$ cat config.mk
export PLATFORM = sky130hd
export DESIGN_NAME = rssm_top
export DESIGN_NICKNAME = d
export VERILOG_FILES = /design/src/verilog/rssm_pkg.sv /design/src/verilog/rssm_top.sv
export SDC_FILE = /design/constraint.sdc
export NUM_CORES = 1
export LEC_CHECK = 0
export BUFFER_PORTS_ARGS = -buffer_cell sky130_fd_sc_hd__buf_4
export CORE_MARGIN = 8
export CORE_UTILIZATION = 35
export CTS_BUF_LIST = sky130_fd_sc_hd__clkbuf_8
export CTS_CLUSTER_SIZE = 40
export DETAILED_ROUTE_END_ITERATION = 10
export GPL_TIMING_DRIVEN = 0
export SETUP_SLACK_MARGIN = 0.02
export SLEW_MARGIN = 0
export SYNTH_ARGS = -nofsm -noshare
export SYNTH_HDL_FRONTEND = slang
export SYNTH_SLANG_ARGS = --single-unit
$ cat constraint.sdc
create_clock -name clk -period 3 [get_ports clk]
set_clock_uncertainty 0.2 [all_clocks]
set_input_delay 0.15 -clock clk [delete_from_list [all_inputs] [get_ports clk]]
set_output_delay 0.15 -clock clk [all_outputs]
set_load 0.01 [all_outputs]
$ cat src/verilog/rssm_pkg.sv
// constants for the remote station status monitor
`default_nettype none
package rssm_pkg;
  localparam int unsigned DATA_W = 16;
  localparam int unsigned ADDR_W = 6;
  // register indices, byte address is index times four
  localparam logic [3:0] IDX_RUN_STATE = 4'h0;
  localparam logic [3:0] IDX_FAULT_CODE = 4'h1;
  localparam logic [3:0] IDX_RETRY_TOTAL = 4'h2;
  localparam logic [3:0] IDX_RETRY_RUN = 4'h3;
  localparam logic [3:0] IDX_MON_LAST = 4'h9;
  localparam logic [3:0] IDX_STATUS = 4'hA;
  localparam logic [3:0] IDX_COMMAND = 4'hB;
  localparam logic [3:0] IDX_IRQ_STAT = 4'hC;
  localparam logic [3:0] IDX_IRQ_MASK = 4'hD;
  localparam int unsigned IDX_LSB = 2;
  // status and command bit positions
  localparam int unsigned BIT_STOP_ERR = 7;
  localparam int unsigned BIT_CONT_ERR = 15;
  localparam int unsigned BIT_ERR_RESET = 7;
  // run state codes
  localparam logic [15:0] ST_NO_COMM = 16'h0000;
  localparam logic [15:0] ST_STOPPED = 16'h0001;
  localparam logic [15:0] ST_RUNNING = 16'h0002;
  localparam logic [15:0] ST_ERROR = 16'h0003;
  // interrupt event bits
  localparam int unsigned IRQ_W = 4;
  localparam int unsigned EV_STOP = 0;
  localparam int unsigned EV_CONT = 1;
  localparam int unsigned EV_RETRY = 2;
  localparam int unsigned EV_CLEARED = 3;
  localparam logic [15:0] ZERO16 = 16'h0000;
  localparam logic [15:0] ONE16 = 16'h0001;
  localparam logic [15:0] MAX16 = 16'hFFFF;
  localparam logic [31:0] ZERO32 = 32'h0000_0000;
  localparam logic [1:0] HTRANS_NONSEQ = 2'b10;
  localparam logic HRESP_OKAY = 1'b0;
endpackage
`default_nettype wire

$ cat src/verilog/rssm_top.sv
// remote station status, monitor and command register bank with ahb-lite slave
// Functional notes
// - stop-error flag sets when the station reports a stop-class error.
// - continue-error flag sets when the station reports a continue-class error.
// - both flags clear on accepted error reset or station power-up.
// - on any detected error the station's error code is stored.
// - stored error code clears to zero on accepted reset or power-up.
// - run state reads 0 no link, 1 stopped, 2 running, 3 error.
// - total retry count increments on every communication retry; the code holds it at 65535 instead of wrapping.
// - consecutive retry count increments per retry, zero on success; the code holds it at 65535 instead of wrapping.
// - monitor block spans ten words; words four to nine read zero.
// - command word is sixteen bits, bit 7 error reset, rest reserved.
// - error reset clears the stored code and the error flags.
// - station may refuse reset; code and flags then stay.
// - status word has stop at bit 7, continue at bit 15.
`default_nettype none
module rssm_top (
  input wire logic clk,
  input wire logic rstn,
  input wire logic ce,
  input wire logic hsel,
  input wire logic [rssm_pkg::ADDR_W-1:0] haddr,
  input wire logic [1:0] htrans,
  input wire logic hwrite,
  input wire logic [2:0] hsize,
  input wire logic [31:0] hwdata,
  input wire logic hready,
  output logic [31:0] hrdata,
  output logic hreadyout,
  output logic hresp,
  input wire logic op_tick,
  input wire logic main_tick,
  input wire logic stn_link_up,
  input wire logic stn_running,
  input wire logic stn_stop_err,
  input wire logic stn_cont_err,
  input wire logic [15:0] stn_err_code,
  input wire logic stn_reset_refused,
  input wire logic stn_power_up,
  input wire logic stn_retry,
  input wire logic stn_comm_ok,
  output logic err_reset_req,
  output logic irq
);
  logic stop_r;
  logic cont_r;
  logic [15:0] fault_code_r;
  logic [15:0] run_state_r;
  logic [15:0] retry_total_r;
  logic [15:0] retry_run_r;
  logic [15:0] cmd_word_r;
  logic rst_cmd_r;
  logic [rssm_pkg::IRQ_W-1:0] irq_stat_r;
  logic [rssm_pkg::IRQ_W-1:0] irq_mask_r;
  logic [rssm_pkg::IRQ_W-1:0] irq_ev;
  logic wr_pend_r;
  logic [3:0] wr_idx_r;
  logic [31:0] rdata_nxt;
  logic [3:0] a_idx;
  logic a_hi_zero;
  logic addr_ok;
  logic rd_take;
  logic clr_ok;
  logic err_seen;
  logic flags_clear;

  assign a_idx = haddr[rssm_pkg::IDX_LSB +: 4];
  // every address bit above the byte lane is index, so mapped means index within the register map
  assign a_hi_zero = (a_idx <= rssm_pkg::IDX_IRQ_MASK);
  assign addr_ok = hsel && hready && (htrans == rssm_pkg::HTRANS_NONSEQ);
  assign rd_take = ce && addr_ok && !hwrite;
  // a refused reset leaves code and flags untouched; power-up clears even if refused, but a report in that cycle wins
  assign clr_ok = (op_tick && rst_cmd_r && !stn_reset_refused) || stn_power_up;
  assign err_seen = op_tick && (stn_stop_err || stn_cont_err);
  assign flags_clear = clr_ok && (stop_r || cont_r);

  // bus: zero wait state, always okay; reads are answered from a flop in the data phase
  always_ff @(posedge clk) begin
    if (!rstn) begin
      hreadyout <= 1'b0;
      hresp <= rssm_pkg::HRESP_OKAY;
    end else if (ce) begin
      hreadyout <= 1'b1;
      hresp <= rssm_pkg::HRESP_OKAY;
    end
  end

  always_comb begin
    rdata_nxt = rssm_pkg::ZERO32;
    if (a_hi_zero) begin
      unique case (a_idx)
        rssm_pkg::IDX_RUN_STATE: rdata_nxt[15:0] = run_state_r;
        rssm_pkg::IDX_FAULT_CODE: rdata_nxt[15:0] = fault_code_r;
        rssm_pkg::IDX_RETRY_TOTAL: rdata_nxt[15:0] = retry_total_r;
        rssm_pkg::IDX_RETRY_RUN: rdata_nxt[15:0] = retry_run_r;
        rssm_pkg::IDX_STATUS: begin
          rdata_nxt[rssm_pkg::BIT_STOP_ERR] = stop_r;
          rdata_nxt[rssm_pkg::BIT_CONT_ERR] = cont_r;
        end
        rssm_pkg::IDX_COMMAND: rdata_nxt[15:0] = cmd_word_r;
        rssm_pkg::IDX_IRQ_STAT: rdata_nxt[rssm_pkg::IRQ_W-1:0] = irq_stat_r;
        rssm_pkg::IDX_IRQ_MASK: rdata_nxt[rssm_pkg::IRQ_W-1:0] = irq_mask_r;
        // monitor words four to nine and unmapped words read zero
        default: rdata_nxt = rssm_pkg::ZERO32;
      endcase
    end
  end

  always_ff @(posedge clk) begin
    if (!rstn) begin
      hrdata <= rssm_pkg::ZERO32;
    end else if (rd_take) begin
      hrdata <= rdata_nxt;
    end
  end

  always_ff @(posedge clk) begin
    if (!rstn) begin
      wr_pend_r <= 1'b0;
      wr_idx_r <= 4'h0;
    end else if (ce) begin
      wr_pend_r <= addr_ok && hwrite && a_hi_zero;
      wr_idx_r <= a_idx;
    end
  end

  // only the reset bit is writable, reserved bits stay zero
  always_ff @(posedge clk) begin
    if (!rstn) begin
      cmd_word_r <= rssm_pkg::ZERO16;
    end else if (ce && wr_pend_r && wr_idx_r == rssm_pkg::IDX_COMMAND) begin
      cmd_word_r <= rssm_pkg::ZERO16;
      cmd_word_r[rssm_pkg::BIT_ERR_RESET] <= hwdata[rssm_pkg::BIT_ERR_RESET];
    end
  end

  // command is looked at only once per main cycle, as a level
  always_ff @(posedge clk) begin
    if (!rstn) begin
      rst_cmd_r <= 1'b0;
      err_reset_req <= 1'b0;
    end else if (ce && main_tick) begin
      rst_cmd_r <= cmd_word_r[rssm_pkg::BIT_ERR_RESET];
      err_reset_req <= cmd_word_r[rssm_pkg::BIT_ERR_RESET];
    end
  end

  // error flags: a report in the clearing cycle wins over the clear
  always_ff @(posedge clk) begin
    if (!rstn) begin
      stop_r <= 1'b0;
      cont_r <= 1'b0;
    end else if (ce) begin
      if (op_tick && stn_stop_err) begin
        stop_r <= 1'b1;
      end else if (clr_ok) begin
        stop_r <= 1'b0;
      end
      if (op_tick && stn_cont_err) begin
        cont_r <= 1'b1;
      end else if (clr_ok) begin
        cont_r <= 1'b0;
      end
    end
  end

  always_ff @(posedge clk) begin
    if (!rstn) begin
      fault_code_r <= rssm_pkg::ZERO16;
    end else if (ce) begin
      if (err_seen) begin
        fault_code_r <= stn_err_code;
      end else if (clr_ok) begin
        fault_code_r <= rssm_pkg::ZERO16;
      end
    end
  end

  always_ff @(posedge clk) begin
    if (!rstn) begin
      run_state_r <= rssm_pkg::ST_NO_COMM;
    end else if (ce && op_tick) begin
      if (!stn_link_up) begin
        run_state_r <= rssm_pkg::ST_NO_COMM;
      end else if (stn_stop_err || stn_cont_err || stop_r || cont_r) begin
        run_state_r <= rssm_pkg::ST_ERROR;
      end else if (stn_running) begin
        run_state_r <= rssm_pkg::ST_RUNNING;
      end else begin
        run_state_r <= rssm_pkg::ST_STOPPED;
      end
    end
  end

  // counters saturate rather than wrap so a long outage never reads as few retries
  always_ff @(posedge clk) begin
    if (!rstn) begin
      retry_total_r <= rssm_pkg::ZERO16;
      retry_run_r <= rssm_pkg::ZERO16;
    end else if (ce) begin
      if (stn_retry && retry_total_r != rssm_pkg::MAX16) begin
        retry_total_r <= retry_total_r + rssm_pkg::ONE16;
      end
      if (stn_retry) begin
        if (retry_run_r != rssm_pkg::MAX16) begin
          retry_run_r <= retry_run_r + rssm_pkg::ONE16;
        end
      end else if (stn_comm_ok) begin
        retry_run_r <= rssm_pkg::ZERO16;
      end
    end
  end

  assign irq_ev[rssm_pkg::EV_STOP] = op_tick && stn_stop_err && !stop_r;
  assign irq_ev[rssm_pkg::EV_CONT] = op_tick && stn_cont_err && !cont_r;
  assign irq_ev[rssm_pkg::EV_RETRY] = stn_retry;
  assign irq_ev[rssm_pkg::EV_CLEARED] = flags_clear;

  // read of the interrupt status word clears it; a new event in that cycle survives
  genvar gi;
  generate
    for (gi = 0; gi < rssm_pkg::IRQ_W; gi++) begin : g_irq
      always_ff @(posedge clk) begin
        if (!rstn) begin
          irq_stat_r[gi] <= 1'b0;
        end else if (ce) begin
          if (irq_ev[gi]) begin
            irq_stat_r[gi] <= 1'b1;
          end else if (rd_take && a_hi_zero && a_idx == rssm_pkg::IDX_IRQ_STAT) begin
            irq_stat_r[gi] <= 1'b0;
          end
        end
      end
    end
  endgenerate

  always_ff @(posedge clk) begin
    if (!rstn) begin
      irq_mask_r <= '0;
    end else if (ce && wr_pend_r && wr_idx_r == rssm_pkg::IDX_IRQ_MASK) begin
      irq_mask_r <= hwdata[rssm_pkg::IRQ_W-1:0];
    end
  end

  always_ff @(posedge clk) begin
    if (!rstn) begin
      irq <= 1'b0;
    end else if (ce) begin
      irq <= |(irq_stat_r & irq_mask_r);
    end
  end
endmodule // rssm_top
`default_nettype wire

==> impl_metrics.csv, run 1 <==
group,metric,value,unit
clocking,cts_made_buffers,9,
yosys,ys.warnings.count,0,
power_and_ir_drop,ir_drop,0.212,mV
power_and_ir_drop,power_density,413,nW/um2
setup_path,cp_startpoint,"ce",
power_and_ir_drop,clk_pwr_share,0.373,
global_route,grtUsageTotal,0.161,
final_layout,n_antenna_cell,0,
clocking,insertion_delay,360,ps
setup_path,worst_path_maximum_fanout,10,
drt,avgRoutedWirePerCell,16.6,um
placed_design,gp_congestion,0.922,
floorplan,die_area,16000,um2
sta,unrepaired_setup_endpoints_after_global_routing,"no",
yosys,synth_area_in_adders,0.00586,
drt,dr_total_vias,4173,
status,run_status,"completed",
sta,max-slew-margin-rel,0.299,
power_and_ir_drop,p_sw_frac,0.242,
global_route,pin_count_of_the_biggest_net_entering_global_routing,13,
setup_path,rr_startpoint,"retry_total_r[0]",
clocking,h-tree-depth,3,
drt,drt.antenna.violating_nets,0,
final_layout,layout_commonest_cell,"sky130_fd_sc_hd__dfxtp_1",
clocking,cts_tree,"yes",
yosys,synth_seq_area_share,0.398,
yosys,post_synthesis_xor_xnor_area_fraction,0.0328,
power_and_ir_drop,power.share.combinational,0.109,
setup_path,arrival,2720,ps
sta,setup_violations,0,
yosys,syn_avg_cell_area,8.39,um2
setup_path,endpoint_kind,"flip-flop",
yosys,synth_flop_cell,"sky130_fd_sc_hd__dfxtp_1",
final_layout,drive_above_1_share,0.162,
yosys,syn-instance-count,509,
drt,via_per_inst,5.38,
final_layout,design.final.nets,702,
sta,post-route-period-util,0.870,
final_layout,most-common-layout-cells,"sky130_fd_sc_hd__dfxtp_1, sky130_fd_sc_hd__buf_4, sky130_fd_sc_hd__nand2_1",
clocking,clk_pin_slew_worst_paths,80,ps
yosys,synth_area,4270,um2
sta,hold_slack,11.7,ps
sta,max_slew.worst_pin.slew,1040,ps
final_layout,areaGrowthSynthToFinish,27.9,%
min_path,holdCritPathClass,"primary input to flip-flop",
yosys,synth_compound_gate_area_share,0.179,
floorplan,chipHeight,126,um
floorplan,die-width,126,um
yosys,yosys.area_share.simple,0.267,
drt,drtPass1Iterations,5,
yosys,post_synth_mux_area_share,0.0454,
global_route,grt_antenna_before_repair,0,
placed_design,placement.io_buffers,57,
floorplan,start_util,0.357,
global_route,grt_first_pass_wirelength,20.7,mm
sta,max_freq,383,MHz
drt,drc,0,
yosys,synth_top_family_by_area,"simple AND/OR/NAND/NOR gates",
sta,final.min_clock_period,2610,ps
setup_path,critical_path_class,"primary input to flip-flop",
sta,report.final.slew_viol_count,0,
clocking,cts-root-to-sink-buffers,2,
yosys,yosys.cell_types.count,59,
setup_path,worstPathRequired,3110,ps
global_route,first_global_vias,3973,
sta,fin_tns_setup,0,ps
floorplan,core_region_area,12000,um2
setup_path,critPathLaunchType,"primary input",
power_and_ir_drop,power.internal,1.71,mW
power_and_ir_drop,power_leakage,2.09,nW
power_and_ir_drop,sequential_group_share_of_total_power,0.519,
min_path,timing.hold.worst.start,"ce",
sta,finalHoldViolations,0,
yosys,postSynthRegisterBits,85,
global_route,grt_overflow,0,
yosys,postSynth.asyncResetShare,0,
floorplan,rows,40,
clocking,cts_sinks,85,
run,maxCapViolations,0,
drt,totalWireLength,12.9,mm
placed_design,detailed_place_hpwl,9.62,mm
floorplan,floorplan.io_pins,111,
drt,initialDrtViolationCount,267,
yosys,post_synth_edffs,0,
clocking,cts_root_buffer,"sky130_fd_sc_hd__clkbuf_8",
power_and_ir_drop,power_switching,546,uW
## per-layer routing
metal	wire length, um	share of wire	vias to the layer above	track usage
met5	0	0	-	0
met4	337	0.026	0	0.0793
met3	688	0.053	25	0.0230
met2	6090	0.47	138	0.259
met1	5790	0.45	1966	0.207
li1	-	-	2044	-
## per-stage QoR
stage | setup slack [ps] | util | cells | total power, mW | instance area (um2)
6_report | 389 | 0.457 | 775 | 2.26 | 5460
4_1_cts | 412 | 0.457 | 775 | 2.27 | 5460
5_1_grt | 258 | 0.457 | 775 | 2.35 | 5460
3_3_place_gp | 522 | 0.413 | 729 | 1.40 | 4940
2_1_floorplan | 789 | - | 525 | 1.31 | 4330
3_5_place_dp | 542 | 0.413 | 729 | 1.41 | 4940
## Yosys cell counts, drive strengths merged (3+ instances only)
cell,n,share of area
dfxtp,85,0.40
nand2,62,0.054
nor2,42,0.037
nand3,35,0.041
o21ai,28,0.034
buf,24,0.044
clkbuf,24,0.022
and2,23,0.034
a21oi,22,0.026
mux2i,16,0.037
a21boi,15,0.026
nand4,12,0.018
a222oi,11,0.026
a22oi,11,0.019
nor3b,8,0.014
xnor2,8,0.016
xor2,8,0.016
nand3b,6,0.011
nor4,6,0.012
and4,5,0.010
inv,5,0.0044
nand2b,5,0.0073
a31oi,4,0.0059
a211oi,3,0.0053
mux2,3,0.0079
nor2b,3,0.0044
nor3,3,0.0035
o31ai,3,0.0053
## worst paths after layout
path,to,slack [ps],cells past startpoint
max,run_state_r[1],390,7
min,run_state_r[0],10,4
max reg2reg,retry_total_r[0],610,6
min reg2reg,hreadyout,280,2
## power groups by stage
stage                     Sequential, mW  Clock (mW)  Combinational [mW]
after detailed placement            1.20           0               0.210
after global placement              1.19           0               0.207
final                               1.17       0.841               0.245
after global routing                1.17       0.905               0.269
after CTS                           1.17       0.856               0.242
after floorplan                     1.19           0               0.126
## kinds of logic (layout without fill, tap and decap cells)
kind of cell | count (synthesis) | count (layout)
and+or+nand+nor | 221 | 221
DFF | 85 | 85
buffers and inverters | 53 | 156
adders and majority gates | 2 | 2
AOI/OAI and AO/OA | 112 | 112
muxes | 19 | 19
other | 1 | 17
xor gates and xnor gates | 16 | 16
## critical path: stages
cell and delay, ps:
sky130_fd_sc_hd__buf_6 120, sky130_fd_sc_hd__clkbuf_1 450, sky130_fd_sc_hd__clkbuf_1 520, sky130_fd_sc_hd__o2111ai_1 180, sky130_fd_sc_hd__dlygate4sd3_1 590, sky130_fd_sc_hd__a21oi_1 130, sky130_fd_sc_hd__dlygate4sd3_1 560
## sequential cells by signal, summed over array words and instances (netlist names)
| register | count |
|---|---|
| fault_code_r | 16 |
| hrdata | 16 |
| retry_run_r | 16 |
| retry_total_r | 16 |
| irq_mask_r | 4 |
| irq_stat_r | 4 |
| wr_idx_r | 4 |
| run_state_r | 2 |
| cmd_word_r | 1 |
| cont_r | 1 |
| hreadyout | 1 |
| irq | 1 |
| rst_cmd_r | 1 |
| stop_r | 1 |
| wr_pend_r | 1 |
## area by class of cell
class,count,area [um2]
fill,1159,6500
multi-input combinational,387,2330
sequential,85,1700
timing repair buffer,89,748
buffer,48,283
tap,147,184
clock buffer,12,165
clock inverter,2,33.8
inverter,5,18.8
## what timing repair did
item | 4_1_cts | 5_1_grt
buffers inserted | 0 | 0
resized for setup | 0 | 0
hold buffers | 32 | 0
hold endpoints to repair | 29 | 0
No activity file was read; power rests on OpenSTA's default activity.
==> inputs of run 2 (changes only) <==
--- a/config.mk
+++ b/config.mk
@@ -6,12 +6,15 @@
 export NUM_CORES = 1
 export LEC_CHECK = 0
 export BUFFER_PORTS_ARGS = -buffer_cell sky130_fd_sc_hd__buf_4
+export CELL_PAD_IN_SITES_DETAIL_PLACEMENT = 1
+export CELL_PAD_IN_SITES_GLOBAL_PLACEMENT = 1
 export CORE_MARGIN = 8
 export CORE_UTILIZATION = 35
 export CTS_BUF_LIST = sky130_fd_sc_hd__clkbuf_8
 export CTS_CLUSTER_SIZE = 40
 export DETAILED_ROUTE_END_ITERATION = 10
 export GPL_TIMING_DRIVEN = 0
+export PLACE_DENSITY_LB_ADDON = 0.1
 export SETUP_SLACK_MARGIN = 0.02
 export SLEW_MARGIN = 0
 export SYNTH_ARGS = -nofsm -noshare
==> run 2 against run 1 <==
Compared with the run above:
- highest routed layer unchanged
- register-to-register slack worse by 50 ps
- sequential power hardly changed
- largest cell class unchanged
- global-route usage is 2.1 points higher
==> impl_metrics.csv, run 2 (synthesis results as in run 1) <==
group,metric,value,unit
sta,post-route-period-util,0.911,
setup_path,critPathLaunchType,"primary input",
final_layout,layout_commonest_cell,"sky130_fd_sc_hd__dfxtp_1",
clocking,cts_sinks,85,
global_route,first_global_vias,4293,
final_layout,drive_above_1_share,0.162,
drt,totalWireLength,14.3,mm
setup_path,crit_path_max_incr_delay,600,ps
floorplan,die-width,126,um
global_route,grt_antenna_before_repair,0,
placed_design,placement.io_buffers,57,
drt,via_per_inst,5.36,
setup_path,worstPathRequired,3120,ps
setup_path,worstPathCellList,"buf_6 -> clkbuf_1 -> clkbuf_1 -> o2111ai_1 -> dlygate4sd3_1 -> a21oi_1 -> dlygate4sd3_1",
drt,initialDrtViolationCount,259,
global_route,grt_overflow,0,
sta,report.final.slew_viol_count,0,
clocking,cts_root_buffer,"sky130_fd_sc_hd__clkbuf_8",
sta,finalHoldViolations,0,
sta,max-slew-margin-rel,0.394,
clocking,h-tree-depth,3,
sta,final.min_clock_period,2730,ps
sta,setup_violations,0,
final_layout,n_antenna_cell,0,
placed_design,gp_congestion,0.870,
clocking,cts_made_buffers,9,
clocking,cts_tree,"yes",
run,maxCapViolations,0,
floorplan,chipHeight,126,um
sta,unrepaired_setup_endpoints_after_global_routing,"no",
drt,avgRoutedWirePerCell,18.4,um
final_layout,layout.filler_cells,1433,
power_and_ir_drop,total_power,2.20,mW
setup_path,reg2reg_setup_slack,560,ps
setup_path,worst-path-buf-inv,5,
min_path,holdCritPathClass,"primary input to flip-flop",
sta,max_freq,366,MHz
floorplan,rows,40,
placed_design,postPlaceCellArea,4940,um2
sta,max_slew.worst_pin.slew,897,ps
status,run_status,"completed",
global_route,pin_count_of_the_biggest_net_entering_global_routing,13,
floorplan,die_area,16000,um2
power_and_ir_drop,power_density,404,nW/um2
drt,drc,0,
floorplan,floorplan.io_pins,111,
final_layout,most-common-layout-cells,"sky130_fd_sc_hd__dfxtp_1, sky130_fd_sc_hd__buf_4, sky130_fd_sc_hd__nand2_1",
placed_design,detailed_place_hpwl,10.6,mm
drt,dr_total_vias,4162,
setup_path,master_of_the_slowest_instance_on_the_critical_path,"sky130_fd_sc_hd__dlygate4sd3_1",
clocking,cts_setup_buffers,0,
drt,drtPass1Iterations,7,
final_layout,design.final.nets,703,
setup_path,arrival,2850,ps
setup_path,critical_path_class,"primary input to flip-flop",
setup_path,worst_path_maximum_fanout,10,
final_layout,post-route-cell-area,5450,um2
power_and_ir_drop,power_leakage,2.10,nW
final_layout,sequential_cell_area,1700,um2
clocking,clk_pin_slew_worst_paths,80,ps
drt,drt.antenna.violating_nets,0,
final_layout,multiInputGateArea,2330,um2
floorplan,core_region_area,12000,um2
clocking,cts-root-to-sink-buffers,2,
final_layout,areaGrowthSynthToFinish,27.6,%
sta,fin_tns_setup,0,ps
power_and_ir_drop,ir_drop,0.229,mV
setup_path,timing.critical_path.max_delay_family,"buffers and inverters",
global_route,grtUsageTotal,0.183,
setup_path,endpoint_kind,"flip-flop",
clocking,insertion_delay,380,ps
global_route,grt_first_pass_wirelength,23.1,mm
floorplan,start_util,0.357,
-- run 2: changes by cell type in the layout (fill, tap and decap cells not counted), sizes merged --
cell / previous run / this run
bufinv: 1 / 0
clkinv: 0 / 1
dlygate4sd3: 32 / 33
inv: 6 / 7
-- run 2: what timing repair did --
| item | CTS | global route |
|---|---|---|
| hold buffers | 33 | 0 |
| hold endpoints to repair | 29 | 0 |
| gates resized for setup | 0 | 0 |
-- run 2: per-stage QoR --
step / worst slack [ps] / instances / utilization / hold WS, ps
floorplan: 789 / 525 / - / 86.0
global placement: 518 / 729 / 0.413 / 187
detailed placement: 487 / 729 / 0.413 / 194
CTS: 338 / 777 / 0.456 / 85.0
global route: 153 / 777 / 0.456 / 115
finish: 266 / 777 / 0.456 / 101
-- run 2: final timing paths --
path / start / cells after the start / to
worst max-delay path: ce / 7 / run_state_r[1]
worst min-delay path: stn_comm_ok / 5 / retry_run_r[8]
worst max register to register: retry_total_r[0] / 6 / retry_total_r[0]
worst min register to register: hreadyout / 2 / hreadyout
-- run 2: cell type report --
type,count,area share
clock buffers,12,0.0303
well taps,147,0.0337
clock inverters,3,0.00230
inverters,5,0.00344
flip-flops and latches,85,0.312
repair buffers,90,0.139
multi-input cells,387,0.427
plain buffers,48,0.0519
-- run 2: layer usage --
metal	vias to the layer above	track usage	wire length, um
met1	2008	0.236	6860
met5	-	0	0
met4	0	0.0488	192
li1	2033	-	-
met2	106	0.294	6500
met3	15	0.0482	766
-- run 2: worst register-to-register path, stage by stage (launching register included) --
cell and delay, ps:
sky130_fd_sc_hd__dfxtp_1 430, sky130_fd_sc_hd__ha_1 230, sky130_fd_sc_hd__nand2_1 110, sky130_fd_sc_hd__nor3_1 720, sky130_fd_sc_hd__a21oi_1 290, sky130_fd_sc_hd__xor2_1 200
sky130_fd_sc_hd__and2_1 170
-- run 2: where the power goes --
group / switching [mW] / internal, mW
registers: 0.0196 / 1.15
clock network: 0.422 / 0.358
logic: 0.132 / 0.120
